## src/core/ofd_map.svh

```systemverilog
`ifndef OFD_MAP_SVH
`define OFD_MAP_SVH
`define OFD_ESC_NIB 4'hE
`define OFD_LONG_MASK 16'h011F
`define OFD_NUM_FMT 4'hA
`define OFD_SHORT_LEN 16'h0002
`define OFD_BIT_HI 6
`define OFD_BIT_LO 4
`define OFD_POL_POS 7
`define OFD_CC_HI 7
`define OFD_CC_LO 4
`define OFD_EXT_LO_HI 7
`define OFD_EXT_LO_LO 4
`endif

```

## src/core/ofd_pkg.sv

```systemverilog
package ofd_pkg;
  typedef enum logic [3:0] {
    OFD_F_ADD = 4'h0,
    OFD_F_BIT = 4'h1,
    OFD_F_DIR = 4'h2,
    OFD_F_EXT = 4'h3,
    OFD_F_LIT = 4'h4,
    OFD_F_PAIR = 4'h5,
    OFD_F_IND = 4'h6,
    OFD_F_REL = 4'h7,
    OFD_F_IDX = 4'h8,
    OFD_F_VEC = 4'h9
  } ofd_fmt_t;

  typedef enum logic [2:0] {
    OFD_ST_OPC = 3'h1,
    OFD_ST_B1 = 3'h2,
    OFD_ST_B2 = 3'h4
  } ofd_state_t;

  typedef struct packed {
    ofd_state_t state;
    ofd_fmt_t fmt;
    logic [7:0] opc;
    logic [7:0] b1;
    logic [15:0] pc;
  } ofd_regs_t;
endpackage

```

## src/core/ofd_field_unit.sv

```systemverilog
`timescale 1ns/1ps
`default_nettype none
`include "ofd_map.svh"
module ofd_field_unit (
  // Instruction bytes, format and address
  input wire ofd_pkg::ofd_fmt_t fmt,
  input wire logic [7:0] opc,
  input wire logic [7:0] b1,
  input wire logic [7:0] b2,
  input wire logic [15:0] pc,
  // Register operands
  output logic [7:0] src_addr,
  output logic src_work,
  output logic [3:0] src_slot,
  output logic [7:0] dst_addr,
  output logic dst_work,
  output logic [3:0] dst_slot,
  // Other fields
  output logic [2:0] bit_index,
  output logic polarity,
  output logic [15:0] direct_target_word,
  output logic [11:0] twelve_bit_file_address,
  output logic [7:0] literal_byte,
  output logic pair_is_work,
  output logic [3:0] work_pair,
  output logic [7:0] file_pair,
  output logic pair_err,
  output logic ptr_is_work,
  output logic [3:0] ptr_work_slot,
  output logic [7:0] ptr_file_slot,
  output logic [15:0] jump_displacement,
  output logic [15:0] jump_target,
  output logic [15:0] index_offset,
  output logic [7:0] indexed_file_addr,
  output logic [7:0] vector_addr,
  output logic [3:0] cond_code
);
  import ofd_pkg::*;

  // ----------------------------------------
  // Register operand decode
  // ----------------------------------------
  assign src_addr = b1; // [RULE1]
  assign dst_addr = (fmt == OFD_F_LIT) ? b1 : b2; // [RULE1]
  assign src_work = (b1[7:4] == `OFD_ESC_NIB); // [RULE2]
  assign src_slot = b1[3:0]; // [RULE2]
  assign dst_work = (dst_addr[7:4] == `OFD_ESC_NIB); // [RULE2]
  assign dst_slot = dst_addr[3:0]; // [RULE2]

  // ----------------------------------------
  // Field extraction
  // ----------------------------------------
  assign bit_index = b1[`OFD_BIT_HI:`OFD_BIT_LO]; // [RULE3]
  assign polarity = b1[`OFD_POL_POS]; // [RULE13]
  assign direct_target_word = {b1, b2}; // [RULE4]
  assign twelve_bit_file_address = {b1, b2[`OFD_EXT_LO_HI:`OFD_EXT_LO_LO]}; // [RULE5]
  assign literal_byte = b2; // [RULE6]
  assign pair_is_work = (b1[7:4] == `OFD_ESC_NIB); // [RULE7]
  assign work_pair = b1[3:0]; // [RULE7]
  assign file_pair = b1; // [RULE8]
  assign pair_err = (fmt == OFD_F_PAIR) && b1[0]; // [RULE7] [RULE8]
  assign ptr_is_work = (b1[7:4] == `OFD_ESC_NIB); // [RULE11]
  assign ptr_work_slot = b1[3:0]; // [RULE11]
  assign ptr_file_slot = b1; // [RULE11]
  assign jump_displacement = {{8{b1[7]}}, b1}; // [RULE9]
  assign jump_target = 16'(pc + `OFD_SHORT_LEN + jump_displacement); // [RULE9]
  assign index_offset = {{8{b2[7]}}, b2}; // [RULE10]
  assign indexed_file_addr = 8'(b1 + b2); // [RULE10]
  assign vector_addr = b1; // [RULE12]
  assign cond_code = opc[`OFD_CC_HI:`OFD_CC_LO]; // [RULE15]
endmodule
`default_nettype wire

```

## src/core/ofd_decoder.sv

```systemverilog
// Function
// [RULE1] Add opcode: first operand byte is source, second is destination.
// [RULE2] Register byte with high nibble E selects working register of low nibble.
// [RULE3] Bit number is a three-bit field, positions zero to seven.
// [RULE4] Direct address is a full 16-bit program address.
// [RULE5] Extended register operand is a 12-bit register file address.
// [RULE6] Immediate operand is one literal data byte.
// [RULE7] Working register pair index must be even, zero to fourteen.
// [RULE8] Register pair address must be an even byte value.
// [RULE9] Relative byte sign-extended and added to next instruction address.
// [RULE10] Indexed mode offsets register by a signed index byte.
// [RULE11] Indirect register operand is an 8-bit address of the pointer.
// [RULE12] Vector operand is an 8-bit vector address.
// [RULE13] Polarity operand is a single bit choosing one of two polarities.
// [RULE14] Add combines source and destination, result written to destination.
// [RULE15] Condition code comes from opcode bits seven down to four.
// [RULE16] Fields presented in the cycle the last instruction byte is accepted.
`timescale 1ns/1ps
`default_nettype none
`include "ofd_map.svh"
module ofd_decoder (
  // Clock and reset
  input wire logic clk,
  input wire logic rst,
  // Fetch side
  input wire logic f_valid,
  input wire logic [7:0] f_byte,
  input wire ofd_pkg::ofd_fmt_t f_fmt,
  input wire logic [15:0] f_pc,
  output logic f_ready,
  // Execute side
  input wire logic x_ready,
  output logic x_valid,
  output ofd_pkg::ofd_fmt_t x_fmt,
  output logic x_err,
  // Register operands
  output logic [7:0] src_addr,
  output logic src_work,
  output logic [3:0] src_slot,
  output logic [7:0] dst_addr,
  output logic dst_work,
  output logic [3:0] dst_slot,
  // Other fields
  output logic [2:0] bit_index,
  output logic polarity,
  output logic [15:0] direct_target_word,
  output logic [11:0] twelve_bit_file_address,
  output logic [7:0] literal_byte,
  output logic pair_is_work,
  output logic [3:0] work_pair,
  output logic [7:0] file_pair,
  output logic ptr_is_work,
  output logic [3:0] ptr_work_slot,
  output logic [7:0] ptr_file_slot,
  output logic [15:0] jump_displacement,
  output logic [15:0] jump_target,
  output logic [15:0] index_offset,
  output logic [7:0] indexed_file_addr,
  output logic [7:0] vector_addr,
  output logic [3:0] cond_code,
  // Add datapath
  input wire logic [7:0] src_data,
  input wire logic [7:0] dst_data,
  output logic [7:0] add_result,
  output logic wb_en,
  output logic [7:0] wb_addr,
  output logic wb_work
);
  import ofd_pkg::*;

  localparam logic [15:0] LONG_MASK = `OFD_LONG_MASK;

  ofd_regs_t st_ff;
  ofd_regs_t nxt_st;
  logic long_fmt;
  logic last_phase;
  logic take;
  logic pair_err;
  logic [7:0] b1_now;

  // ----------------------------------------
  // Byte sequencing
  // ----------------------------------------
  assign long_fmt = LONG_MASK[st_ff.fmt];
  assign last_phase = (st_ff.state == OFD_ST_B2) || ((st_ff.state == OFD_ST_B1) && !long_fmt);
  assign take = f_valid && f_ready;
  assign b1_now = (st_ff.state == OFD_ST_B1) ? f_byte : st_ff.b1;

  always_comb begin
    nxt_st = st_ff;
    f_ready = !last_phase || x_ready;
    x_valid = take && last_phase; // [RULE16]
    unique case (st_ff.state)
      OFD_ST_OPC: begin
        if (take) begin
          nxt_st.fmt = f_fmt;
          nxt_st.opc = f_byte;
          nxt_st.pc = f_pc;
          nxt_st.state = OFD_ST_B1;
        end
      end
      OFD_ST_B1: begin
        if (take) begin
          nxt_st.b1 = f_byte;
          nxt_st.state = long_fmt ? OFD_ST_B2 : OFD_ST_OPC;
        end
      end
      OFD_ST_B2: begin
        if (take) begin
          nxt_st.state = OFD_ST_OPC;
        end
      end
      default: begin
        nxt_st.state = OFD_ST_OPC;
      end
    endcase
  end

  always_ff @(posedge clk or posedge rst) begin
    if (rst) begin
      st_ff <= '{state: OFD_ST_OPC, fmt: OFD_F_ADD, opc: 8'h00, b1: 8'h00, pc: 16'h0000};
    end else begin
      st_ff <= nxt_st;
    end
  end

  // ----------------------------------------
  // Field extraction
  // ----------------------------------------
  ofd_field_unit u_fields (
    .fmt(st_ff.fmt),
    .opc(st_ff.opc),
    .b1(b1_now),
    .b2(f_byte),
    .pc(st_ff.pc),
    .src_addr(src_addr),
    .src_work(src_work),
    .src_slot(src_slot),
    .dst_addr(dst_addr),
    .dst_work(dst_work),
    .dst_slot(dst_slot),
    .bit_index(bit_index),
    .polarity(polarity),
    .direct_target_word(direct_target_word),
    .twelve_bit_file_address(twelve_bit_file_address),
    .literal_byte(literal_byte),
    .pair_is_work(pair_is_work),
    .work_pair(work_pair),
    .file_pair(file_pair),
    .pair_err(pair_err),
    .ptr_is_work(ptr_is_work),
    .ptr_work_slot(ptr_work_slot),
    .ptr_file_slot(ptr_file_slot),
    .jump_displacement(jump_displacement),
    .jump_target(jump_target),
    .index_offset(index_offset),
    .indexed_file_addr(indexed_file_addr),
    .vector_addr(vector_addr),
    .cond_code(cond_code)
  );

  assign x_fmt = st_ff.fmt;
  assign x_err = x_valid && ((st_ff.fmt >= `OFD_NUM_FMT) || pair_err); // [RULE7] [RULE8]

  // ----------------------------------------
  // Add and write back
  // ----------------------------------------
  assign add_result = 8'(src_data + dst_data); // [RULE14]
  assign wb_en = x_valid && (st_ff.fmt == OFD_F_ADD); // [RULE14]
  assign wb_addr = dst_addr; // [RULE14]
  assign wb_work = dst_work;

  // ----------------------------------------
  // Checks
  // ----------------------------------------
  logic [7:0] h_prev_ff;
  logic [7:0] h_opc_ff;
  logic [15:0] h_pc_ff;

  always_ff @(posedge clk or posedge rst) begin
    if (rst) begin
      h_prev_ff <= 8'h00;
      h_opc_ff <= 8'h00;
      h_pc_ff <= 16'h0000;
    end else if (take) begin
      h_prev_ff <= f_byte;
      if (st_ff.state == OFD_ST_OPC) begin
        h_opc_ff <= f_byte;
        h_pc_ff <= f_pc;
      end
    end
  end
endmodule
`default_nettype wire

```

## config.mk

```make
export PLATFORM = sky130hd
export DESIGN_NAME = ofd_decoder
export DESIGN_NICKNAME = d
export VERILOG_FILES = /design/src/core/ofd_pkg.sv /design/src/core/ofd_field_unit.sv /design/src/core/ofd_decoder.sv
export VERILOG_INCLUDE_DIRS = /design/src /design/src/core
export SDC_FILE = /design/constraint.sdc
export NUM_CORES = 1
export LEC_CHECK = 0
export ABC_AREA = 1
export ABC_CLOCK_PERIOD_IN_PS = 3060
export BUFFER_PORTS_ARGS = -buffer_cell sky130_fd_sc_hd__buf_2
export CAP_MARGIN = 20
export CORE_UTILIZATION = 40
export DETAILED_ROUTE_END_ITERATION = 10
export PLACE_DENSITY = 0.73
export SLEW_MARGIN = 20
export SYNTH_ARGS = -nofsm -noshare
export SYNTH_HDL_FRONTEND = slang
export SYNTH_SLANG_ARGS = --single-unit
```

## constraint.sdc

```tcl
create_clock -name clk -period 3.06 [get_ports clk]
set_input_delay 0.306 -clock clk [delete_from_list [all_inputs] [get_ports clk]]
set_output_delay 0.306 -clock clk [all_outputs]
set_load 0.01 [all_outputs]
```

==> report_table.html, run 1 <==
<table>
<tr><th>Metric</th><th>Value</th></tr>
<tr><th colspan="2">Yosys</th></tr>
<tr><td>Synth Instances</td><td>597</td></tr>
<tr><td>Register bit total from synthesis</td><td>35</td></tr>
<tr><td>Post-synthesis instance area</td><td>4309 um^2</td></tr>
<tr><td>Library cells used by synthesis</td><td>37</td></tr>
<tr><td>Number of nets in the synthesized netlist</td><td>690</td></tr>
<tr><td>Average cell area after synthesis</td><td>7.218 um^2</td></tr>
<tr><td>Syn. warnings</td><td>0</td></tr>
<tr><td>Sequential cell area fraction in the yosys report</td><td>20.35%</td></tr>
<tr><td>Cell types occupying the most area after synthesis</td><td>sky130_fd_sc_hd__buf_4 (23%), sky130_fd_sc_hd__dfrtp_1 (20%), sky130_fd_sc_hd__nand2_1 (14%)</td></tr>
<tr><td>Cell type with the highest aggregate area in the netlist</td><td>sky130_fd_sc_hd__buf_4</td></tr>
<tr><td>Fraction of post-synthesis cell area in the top cell type by area</td><td>23.00%</td></tr>
<tr><th colspan="2">Place</th></tr>
<tr><td>Placed Cells incl. Taps</td><td>845</td></tr>
<tr><td>Sum of net half-perimeters after detailed placement</td><td>8.976 mm</td></tr>
<tr><td>Place WS</td><td>0.04213 ns</td></tr>
<tr><td>Weighted congestion reported at the end of routability-driven placement</td><td>0.8455</td></tr>
<tr><td>Quantity of I/O buffers inserted on ports</td><td>232</td></tr>
<tr><td>Post-Place Cell Area</td><td>4786 um^2</td></tr>
<tr><th colspan="2">Pwr</th></tr>
<tr><td>Combinational cell fraction of total power</td><td>84.9%</td></tr>
<tr><td>Peak supply drop</td><td>0.0008045 V</td></tr>
<tr><td>Power per unit of standard cell area</td><td>1426 nW/um^2</td></tr>
<tr><td>Sw Ratio</td><td>51.47%</td></tr>
<tr><td>P_leak</td><td>3.236 nW</td></tr>
<tr><td>Proportion of power drawn by the clock network</td><td>4.2%</td></tr>
<tr><td>Register share of total power</td><td>11.0%</td></tr>
<tr><td>Internal power contribution</td><td>3.826 mW</td></tr>
<tr><td>Psw</td><td>4.058 mW</td></tr>
<tr><th colspan="2">Setup path</th></tr>
<tr><td>Critical path launch point type</td><td>flip-flop</td></tr>
<tr><td>WP buf/inv</td><td>4</td></tr>
<tr><td>Largest fanout on the critical path</td><td>4</td></tr>
<tr><td>Slowest CP cell</td><td>sky130_fd_sc_hd__dfstp_2</td></tr>
<tr><td>Critical path's largest stage delay</td><td>0.53 ns</td></tr>
<tr><td>Most common cell type on the critical path</td><td>sky130_fd_sc_hd__nand2_1</td></tr>
<tr><td>Cell family with most CP delay</td><td>simple AND/OR/NAND/NOR gates</td></tr>
<tr><td>Worst endpoint data arrival time</td><td>2.82 ns</td></tr>
<tr><td>Endpoint required time on the critical path</td><td>2.75 ns</td></tr>
<tr><td>Startpoint-to-endpoint class of the critical path</td><td>flip-flop to output pin</td></tr>
<tr><td>Setup crit end kind</td><td>output pin</td></tr>
<tr><td>Cell Chain, Critical Path</td><td>inv_2 -&gt; nand2_4 -&gt; inv_4 -&gt; or2_4 -&gt; o21ai_4 -&gt; inv_2 -&gt; nand2_1 -&gt; nand2_1 -&gt; ha_2 -&gt; fa_2 -&gt; nand2_2 -&gt; nand3_2 -&gt; nand3b_1 -&gt; nand2_2 -&gt; nand2_1 -&gt; nand2_1 -&gt; xor2_1 -&gt; buf_2</td></tr>
<tr><th colspan="2">Die</th></tr>
<tr><td>Initial core utilization</td><td>41.55%</td></tr>
<tr><td>Full die area</td><td>11190 um^2</td></tr>
<tr><td>Row count</td><td>37</td></tr>
<tr><td>I/O pin total</td><td>233</td></tr>
<tr><td>Width of the die</td><td>105.8 um</td></tr>
<tr><td>Vertical die dimension</td><td>105.8 um</td></tr>
<tr><td>CORE AREA</td><td>10370 um^2</td></tr>
<tr><th colspan="2">Route</th></tr>
<tr><td>DRC violations left</td><td>0</td></tr>
<tr><td>Avg WL per Cell</td><td>14.33 um</td></tr>
<tr><td>Mean number of vias per cell</td><td>4.935</td></tr>
<tr><td>Number of iterations in the first detailed-routing pass</td><td>4</td></tr>
<tr><td>Via count</td><td>4323</td></tr>
<tr><td>Number of DRC violations after detailed-routing iteration 0</td><td>182</td></tr>
<tr><td>Remaining antenna violation count after routing</td><td>0</td></tr>
<tr><td>Detailed Route WL</td><td>12.56 mm</td></tr>
<tr><th colspan="2">Global routing</th></tr>
<tr><td>Most Crowded Layer GR</td><td>met2</td></tr>
<tr><td>Via count of the first global-routing pass</td><td>3754</td></tr>
<tr><td>GR Util met1</td><td>26.96%</td></tr>
<tr><td>Antenna violations before repair</td><td>0</td></tr>
<tr><td>Wire length of the first global-routing pass</td><td>18.57 mm</td></tr>
<tr><td>Met2 Resource Use GR</td><td>35.81%</td></tr>
<tr><td>Global-route met3 utilization</td><td>2.968%</td></tr>
<tr><td>GR Overflow Total</td><td>0</td></tr>
<tr><td>Total routing resource utilization after global routing</td><td>20.76%</td></tr>
<tr><td>Largest net degree at the start of global routing</td><td>37</td></tr>
<tr><th colspan="2">CTS</th></tr>
<tr><td>Number of clock buffers inserted by TritonCTS</td><td>5</td></tr>
<tr><td>Buffer levels on the longest clock path</td><td>2</td></tr>
<tr><td>Skew-Pair Late Insertion Delay</td><td>0.29 ns</td></tr>
<tr><td>CTS Hold Buffers Added</td><td>0</td></tr>
<tr><td>Total number of H-tree levels</td><td>2</td></tr>
<tr><td>Buffer type at the clock tree root</td><td>sky130_fd_sc_hd__clkbuf_8</td></tr>
<tr><td>Number of sinks on the clock net</td><td>35</td></tr>
<tr><td>Clock tree from TritonCTS</td><td>built</td></tr>
<tr><td>Clock input transition at the sequential cells of the worst setup and hold paths</td><td>0.07 ns</td></tr>
<tr><th colspan="2">STA</th></tr>
<tr><td>Relative slew margins</td><td>66.75%</td></tr>
<tr><td>Tightest Pin Transition</td><td>0.4936 ns</td></tr>
<tr><td>Total count of max-transition violations in the final report</td><td>0</td></tr>
<tr><td>Post-layout min period</td><td>3.125 ns</td></tr>
<tr><td>Total Negative Setup Slacks</td><td>-0.06451 ns</td></tr>
<tr><td>Period utilisation layout</td><td>102.1%</td></tr>
<tr><td>Setup-failing EPs final</td><td>1</td></tr>
<tr><td>Final Skew</td><td>0.004545 ns</td></tr>
<tr><td>Endpoints failing hold</td><td>0</td></tr>
<tr><td>Setup repair after global routing missed its margin</td><td>yes</td></tr>
<tr><td>Maximum achievable frequency</td><td>320.1 MHz</td></tr>
<tr><td>Final setup margin</td><td>-0.06451 ns</td></tr>
<tr><th colspan="2">Final layout</th></tr>
<tr><td>Sequential cell area</td><td>877.1 um^2</td></tr>
<tr><td>Net count reported at finish</td><td>832</td></tr>
<tr><td>Commonest non-fill, non-tap cell in the layout</td><td>sky130_fd_sc_hd__buf_2</td></tr>
<tr><td>ANT cells</td><td>0</td></tr>
<tr><td>Final Core Density</td><td>53.33%</td></tr>
<tr><td>Post-route cell area</td><td>5530 um^2</td></tr>
<tr><td># fillers</td><td>989</td></tr>
<tr><td>Leading cell types in the layout, fill and taps excluded</td><td>sky130_fd_sc_hd__buf_2 (231), sky130_fd_sc_hd__nand2_1 (152), sky130_fd_sc_hd__inv_1 (46), sky130_fd_sc_hd__buf_4 (42), sky130_fd_sc_hd__nand4_1 (35)</td></tr>
<tr><td>Area overhead of the layout relative to synthesis</td><td>28.34%</td></tr>
<tr><td>Layout Cells excl Fill</td><td>876</td></tr>
<tr><td>Footprint of the multi-input gates</td><td>2643 um^2</td></tr>
<tr><td>Fraction of final layout cells with drive strength greater than 1</td><td>49.46%</td></tr>
<tr><th colspan="2">Outcome</th></tr>
<tr><td>Run status</td><td>finished with violations</td></tr>
<tr><td>Violated checks</td><td>setup timing</td></tr>
<tr><th colspan="2">Flow run</th></tr>
<tr><td>Max-cap violation count</td><td>0</td></tr>
<tr><th colspan="2">Hold path</th></tr>
<tr><td>Class of the most critical hold timing path</td><td>input port to async pin</td></tr>
</table>
## worst reg2reg max path, cell delays in order (launching register included)
cell and delay, ns:
sky130_fd_sc_hd__dfstp_2 0.53, sky130_fd_sc_hd__inv_2 0.05, sky130_fd_sc_hd__nand2_4 0.08, sky130_fd_sc_hd__inv_4 0.04
sky130_fd_sc_hd__buf_4 0.15, sky130_fd_sc_hd__nand2_1 0.09, sky130_fd_sc_hd__nand2_2 0.08, sky130_fd_sc_hd__nand2_4 0.33
sky130_fd_sc_hd__nand3_4 0.37, sky130_fd_sc_hd__nand2_1 0.18, sky130_fd_sc_hd__nand2_1 0.06
## area by class of cell
class	count	area share (%)
Clock inverter	1	0.09050
Tap cell	136	3.077
Sequential cell	35	15.86
Clock buffer	7	1.380
Inverter	51	3.507
Timing Repair Buffer	279	28.30
Multi-Input combinational cell	367	47.78
## sequential cells by signal, indices dropped and copies added, names as in the netlist
signal / cells
st_ff: 31
x_fmt: 4
## layer usage
metal | share of wire, % | wire length (um)
met1 | 43 | 5460
met5 | 0 | 0
met3 | 6.6 | 833
met4 | 2.1 | 265
met2 | 48 | 5996
## synth_stat cells
cell type and number:
sky130_fd_sc_hd__a211oi_1 2, sky130_fd_sc_hd__a21o_1 5, sky130_fd_sc_hd__a21oi_1 18, sky130_fd_sc_hd__a31oi_1 2, sky130_fd_sc_hd__and2_1 2, sky130_fd_sc_hd__buf_1 1
sky130_fd_sc_hd__buf_2 5, sky130_fd_sc_hd__buf_4 132, sky130_fd_sc_hd__buf_6 2, sky130_fd_sc_hd__clkbuf_1 4, sky130_fd_sc_hd__dfrtp_1 34, sky130_fd_sc_hd__dfstp_2 1
sky130_fd_sc_hd__fa_1 3, sky130_fd_sc_hd__ha_1 42, sky130_fd_sc_hd__inv_1 49, sky130_fd_sc_hd__inv_2 2, sky130_fd_sc_hd__nand2_1 163, sky130_fd_sc_hd__nand2_2 2
sky130_fd_sc_hd__nand2_4 1, sky130_fd_sc_hd__nand3_1 24, sky130_fd_sc_hd__nand3_4 1, sky130_fd_sc_hd__nand3b_1 4, sky130_fd_sc_hd__nand4_1 35, sky130_fd_sc_hd__nor2_1 12
sky130_fd_sc_hd__nor2_2 1, sky130_fd_sc_hd__nor3_1 2, sky130_fd_sc_hd__nor3_2 1, sky130_fd_sc_hd__nor3_4 1, sky130_fd_sc_hd__nor3b_1 1, sky130_fd_sc_hd__nor4_1 1
sky130_fd_sc_hd__o21a_1 1, sky130_fd_sc_hd__o21ai_0 14, sky130_fd_sc_hd__o21ai_1 4, sky130_fd_sc_hd__o21ai_2 1, sky130_fd_sc_hd__or2_2 4, sky130_fd_sc_hd__xnor2_1 7
sky130_fd_sc_hd__xor2_1 13
## metrics by stage
| stage | total power, mW | hold WS [ns] |
|---|---|---|
| 2_1_floorplan | 4.959 | 0.4345 |
| 3_3_place_gp | 6.057 | 0.4292 |
| 3_5_place_dp | 6.088 | 0.4354 |
| 4_1_cts | 7.017 | 0.1231 |
| 5_1_grt | 8.556 | 0.1656 |
| 6_report | 7.885 | 0.1111 |
## power by group through the flow
stage	logic (mW)	clock network, mW	registers [mW]
global route	7.30	0.362	0.891
CTS	5.85	0.338	0.825
floorplan	4.16	0	0.795
global placement	5.23	0	0.832
finish	6.69	0.328	0.866
detailed placement	5.25	0	0.837
## cells by family after synthesis
| logic type | after synthesis | share of synthesized area (%) |
|---|---|---|
| xor gates and xnor gates | 20 | 4.065 |
| and+or+nand+nor | 255 | 26.95 |
| buffers and inverters | 195 | 28.98 |
| adders and majority gates | 45 | 13.59 |
| DFF | 35 | 20.35 |
| AOI/OAI and AO/OA | 47 | 6.069 |
## what timing repair did
action / 4_1_cts / 5_1_grt
pin swaps: 10 / 19
cloned: 0 / 1
resized for setup: 28 / 55
setup endpoints to repair: 12 / 23
setup buffers: 16 / 7
## final timing paths
path,startpoint,end,slack (ns),cells past startpoint
setup / recovery,st_ff[36],jump_target[11],-0.06,18
hold / removal,rst,st_ff[28],0.11,3
setup reg to reg,st_ff[36],st_ff[12],1.01,10
hold reg to reg,st_ff[31],st_ff[31],0.47,2
max in group asynchronous,rst,st_ff[36],2.60,3
min in group clk,f_pc[12],st_ff[12],0.27,3
Note: power is estimated with default switching activity, not from simulation.
==> run 2, diff against run 1 <==
- PLACE_DENSITY: 0.73 -> 0.71
- SYNTH_HIERARCHICAL: unset -> 1
- TNS_END_PERCENT: unset -> 1
==> run 2 against run 1 <==
Net effect: highest routed layer unchanged; the flow still finishes with violations (setup timing); design area decreased by 2.6%; critical path depth did not move; routed wire length is 7.9% lower; clock-buffer cell count is 1 lower; sequential power shrank 2%; critical path type unchanged; clock skew fell by 0.00072 ns; via count decreased by 3.8%; worst hold slack better by 0.0051 ns; synthesized cell count increased by 6.0%; core utilization down 3.9 points.
==> report_table.html, run 2 <==
<table>
<tr><th>Metric</th><th>Value</th></tr>
<tr><th colspan="2">Final layout</th></tr>
<tr><td>Flip-flop count of the largest register, all copies and words added</td><td>31</td></tr>
<tr><td>ANT cells</td><td>0</td></tr>
<tr><td>Commonest non-fill, non-tap cell in the layout</td><td>sky130_fd_sc_hd__buf_2</td></tr>
<tr><td>Post-route cell area</td><td>5385 um^2</td></tr>
<tr><td>Fraction of final layout cells with drive strength greater than 1</td><td>45.31%</td></tr>
<tr><td>Area overhead of the layout relative to synthesis</td><td>19.89%</td></tr>
<tr><td>Net count reported at finish</td><td>839</td></tr>
<tr><td>Leading cell types in the layout, fill and taps excluded</td><td>sky130_fd_sc_hd__buf_2 (233), sky130_fd_sc_hd__nand2_1 (177), sky130_fd_sc_hd__inv_1 (51), sky130_fd_sc_hd__nand4_1 (36), sky130_fd_sc_hd__dfrtp_1 (34)</td></tr>
<tr><td>Final Core Density</td><td>49.46%</td></tr>
<tr><td>Register containing the most flip-flops in the final layout</td><td>st_ff</td></tr>
<tr><th colspan="2">Die</th></tr>
<tr><td>Full die area</td><td>11660 um^2</td></tr>
<tr><td>CORE AREA</td><td>10890 um^2</td></tr>
<tr><td>Initial core utilization</td><td>41.25%</td></tr>
<tr><td>I/O pin total</td><td>233</td></tr>
<tr><td>Row count</td><td>38</td></tr>
<tr><td>Vertical die dimension</td><td>108.0 um</td></tr>
<tr><td>Width of the die</td><td>108.0 um</td></tr>
<tr><th colspan="2">Setup path</th></tr>
<tr><td>First element of the critical path</td><td>st_ff[36]</td></tr>
<tr><td>Setup crit end kind</td><td>output pin</td></tr>
<tr><td>Startpoint-to-endpoint class of the critical path</td><td>flip-flop to output pin</td></tr>
<tr><td>Origin of the critical flop-to-flop path</td><td>st_ff[36]</td></tr>
<tr><td>Worst endpoint data arrival time</td><td>2.76 ns</td></tr>
<tr><td>Flop-to-flop setup slack</td><td>0.90 ns</td></tr>
<tr><td>Critical path launch point type</td><td>flip-flop</td></tr>
<tr><td>Endpoint required time on the critical path</td><td>2.75 ns</td></tr>
<tr><td>Largest fanout on the critical path</td><td>13</td></tr>
<tr><th colspan="2">Outcome</th></tr>
<tr><td>Run status</td><td>finished with violations</td></tr>
<tr><td>Violated checks</td><td>setup timing</td></tr>
<tr><th colspan="2">Yosys</th></tr>
<tr><td>Syn. warnings</td><td>6</td></tr>
<tr><td>Number of nets in the synthesized netlist</td><td>727</td></tr>
<tr><td>Average cell area after synthesis</td><td>7.096 um^2</td></tr>
<tr><td>Post-synthesis instance area</td><td>4492 um^2</td></tr>
<tr><td>Synth Instances</td><td>633</td></tr>
<tr><th colspan="2">Route</th></tr>
<tr><td>Number of DRC violations after detailed-routing iteration 0</td><td>183</td></tr>
<tr><td>Detailed Route WL</td><td>11.57 mm</td></tr>
<tr><td>Number of iterations in the first detailed-routing pass</td><td>4</td></tr>
<tr><td>Via count</td><td>4159</td></tr>
<tr><td>DRC violations left</td><td>0</td></tr>
<tr><td>Remaining antenna violation count after routing</td><td>0</td></tr>
<tr><td>Mean number of vias per cell</td><td>4.694</td></tr>
<tr><td>Avg WL per Cell</td><td>13.05 um</td></tr>
<tr><th colspan="2">STA</th></tr>
<tr><td>Total count of max-transition violations in the final report</td><td>0</td></tr>
<tr><td>Total Negative Setup Slacks</td><td>-0.005460 ns</td></tr>
<tr><td>Post-layout min period</td><td>3.065 ns</td></tr>
<tr><td>Final Skew</td><td>0.003828 ns</td></tr>
<tr><td>Final setup margin</td><td>-0.005460 ns</td></tr>
<tr><td>Setup repair after global routing missed its margin</td><td>yes</td></tr>
<tr><td>Final Hold Slack</td><td>0.1162 ns</td></tr>
<tr><td>Endpoints failing hold</td><td>0</td></tr>
<tr><td>Tightest Pin Transition</td><td>0.5940 ns</td></tr>
<tr><td>Maximum achievable frequency</td><td>326.2 MHz</td></tr>
<tr><td>Period utilisation layout</td><td>100.2%</td></tr>
<tr><td>Setup-failing EPs final</td><td>1</td></tr>
<tr><td>Relative slew margins</td><td>60.35%</td></tr>
<tr><th colspan="2">Pwr</th></tr>
<tr><td>Internal power contribution</td><td>3.610 mW</td></tr>
<tr><td>Sw Ratio</td><td>51.58%</td></tr>
<tr><td>Power per unit of standard cell area</td><td>1384 nW/um^2</td></tr>
<tr><td>Proportion of power drawn by the clock network</td><td>5.8%</td></tr>
<tr><td>Psw</td><td>3.846 mW</td></tr>
<tr><td>Total power consumption of the routed design</td><td>7.456 mW</td></tr>
<tr><td>Peak supply drop</td><td>0.0007317 V</td></tr>
<tr><td>Register share of total power</td><td>11.4%</td></tr>
<tr><td>Combinational cell fraction of total power</td><td>82.8%</td></tr>
<tr><td>P_leak</td><td>3.206 nW</td></tr>
<tr><th colspan="2">Hold path</th></tr>
<tr><td>Class of the most critical hold timing path</td><td>input port to async pin</td></tr>
<tr><th colspan="2">Place</th></tr>
<tr><td>Quantity of I/O buffers inserted on ports</td><td>232</td></tr>
<tr><td>Post-Place Cell Area</td><td>4811 um^2</td></tr>
<tr><td>Weighted congestion reported at the end of routability-driven placement</td><td>0.8548</td></tr>
<tr><td>Sum of net half-perimeters after detailed placement</td><td>8.680 mm</td></tr>
<tr><th colspan="2">Global routing</th></tr>
<tr><td>Antenna violations before repair</td><td>0</td></tr>
<tr><td>Largest net degree at the start of global routing</td><td>36</td></tr>
<tr><td>Total routing resource utilization after global routing</td><td>18.63%</td></tr>
<tr><td>Wire length of the first global-routing pass</td><td>17.10 mm</td></tr>
<tr><td>GR Overflow Total</td><td>0</td></tr>
<tr><td>Via count of the first global-routing pass</td><td>3454</td></tr>
<tr><th colspan="2">CTS</th></tr>
<tr><td>Buffer type at the clock tree root</td><td>sky130_fd_sc_hd__clkbuf_8</td></tr>
<tr><td>Clock input transition at the sequential cells of the worst setup and hold paths</td><td>0.07 ns</td></tr>
<tr><td>Clock tree from TritonCTS</td><td>built</td></tr>
<tr><td>Number of sinks on the clock net</td><td>35</td></tr>
<tr><td>CTS Hold Buffers Added</td><td>0</td></tr>
<tr><td>Total number of H-tree levels</td><td>2</td></tr>
<tr><td>Skew-Pair Late Insertion Delay</td><td>0.28 ns</td></tr>
<tr><td>Number of clock buffers inserted by TritonCTS</td><td>5</td></tr>
<tr><td>Buffer levels on the longest clock path</td><td>2</td></tr>
<tr><th colspan="2">Flow run</th></tr>
<tr><td>Max-cap violation count</td><td>0</td></tr>
</table>
## run 2: cell type report
cell class	count	area, um^2
inverters	56	210.2
well taps	140	175.2
clock buffers	6	82.58
multi-input cells	386	2610
clock inverters	2	35.03
flip-flops and latches	35	877.1
fillers	1087	5503
repair buffers	261	1395
## run 2: path summary, 6_finish.rpt
| kind | end | cells after the start |
|---|---|---|
| min in group clk | st_ff[0] | 3 |
| worst max register to register | st_ff[7] | 10 |
| max in group asynchronous | st_ff[36] | 3 |
| worst min-delay path | x_fmt[1] | 3 |
| worst min register to register | st_ff[29] | 2 |
| worst max-delay path | jump_target[15] | 18 |
## run 2: through the flow
stage / setup slack [ns] / std cells
after global routing: -0.1654 / 886
after floorplan: 0.005653 / 633
after CTS: -0.01498 / 877
final: -0.005460 / 886
after detailed placement: 0.09490 / 867
after global placement: 0.1421 / 867
## run 2: critical path: stages, from the launching register on
cell	delay, ns
sky130_fd_sc_hd__dfstp_2	0.54
sky130_fd_sc_hd__inv_2	0.04
sky130_fd_sc_hd__nand2_2	0.07
sky130_fd_sc_hd__nor2_4	0.05
sky130_fd_sc_hd__buf_6	0.15
sky130_fd_sc_hd__nand2_2	0.08
sky130_fd_sc_hd__nand2_4	0.08
sky130_fd_sc_hd__buf_4	0.15
sky130_fd_sc_hd__ha_4	0.24
sky130_fd_sc_hd__ha_4	0.28
sky130_fd_sc_hd__nand2_1	0.07
sky130_fd_sc_hd__inv_1	0.08
sky130_fd_sc_hd__nand2_2	0.09
sky130_fd_sc_hd__nor3_4	0.19
sky130_fd_sc_hd__nand2_2	0.07
sky130_fd_sc_hd__nand2_1	0.07
sky130_fd_sc_hd__nand2_1	0.05
sky130_fd_sc_hd__nand2_1	0.04
sky130_fd_sc_hd__buf_2	0.12
## run 2: power by group through the flow
stage	sequential [mW]	clock [mW]	combinational (mW)
after floorplan	0.797	0	4.32
after global routing	0.877	0.474	6.83
after global placement	0.828	0	5.17
after CTS	0.831	0.449	5.68
final	0.849	0.436	6.17
after detailed placement	0.833	0	5.22
## run 2: what timing repair did
item | 4_1_cts | 5_1_grt
hold endpoints to repair | 0 | 0
endpoints found under the setup margin | 10 | 13
buffers inserted | 2 | 8
cloned | 0 | 1
pin swaps | 5 | 12
gates resized for setup | 25 | 39
## run 2: metal layers
layer / part of all wire [%] / track usage [%] / routed length [um] / up-vias
met2: 50 / 33.03 / 5749 / 164
met1: 44 / 24.24 / 5138 / 1879
met5: 0 / 0 / 0 / -
met3: 5.5 / 2.833 / 638 / 4
li1: - / - / - / 2112
met4: 0.35 / 2.642 / 40 / 0
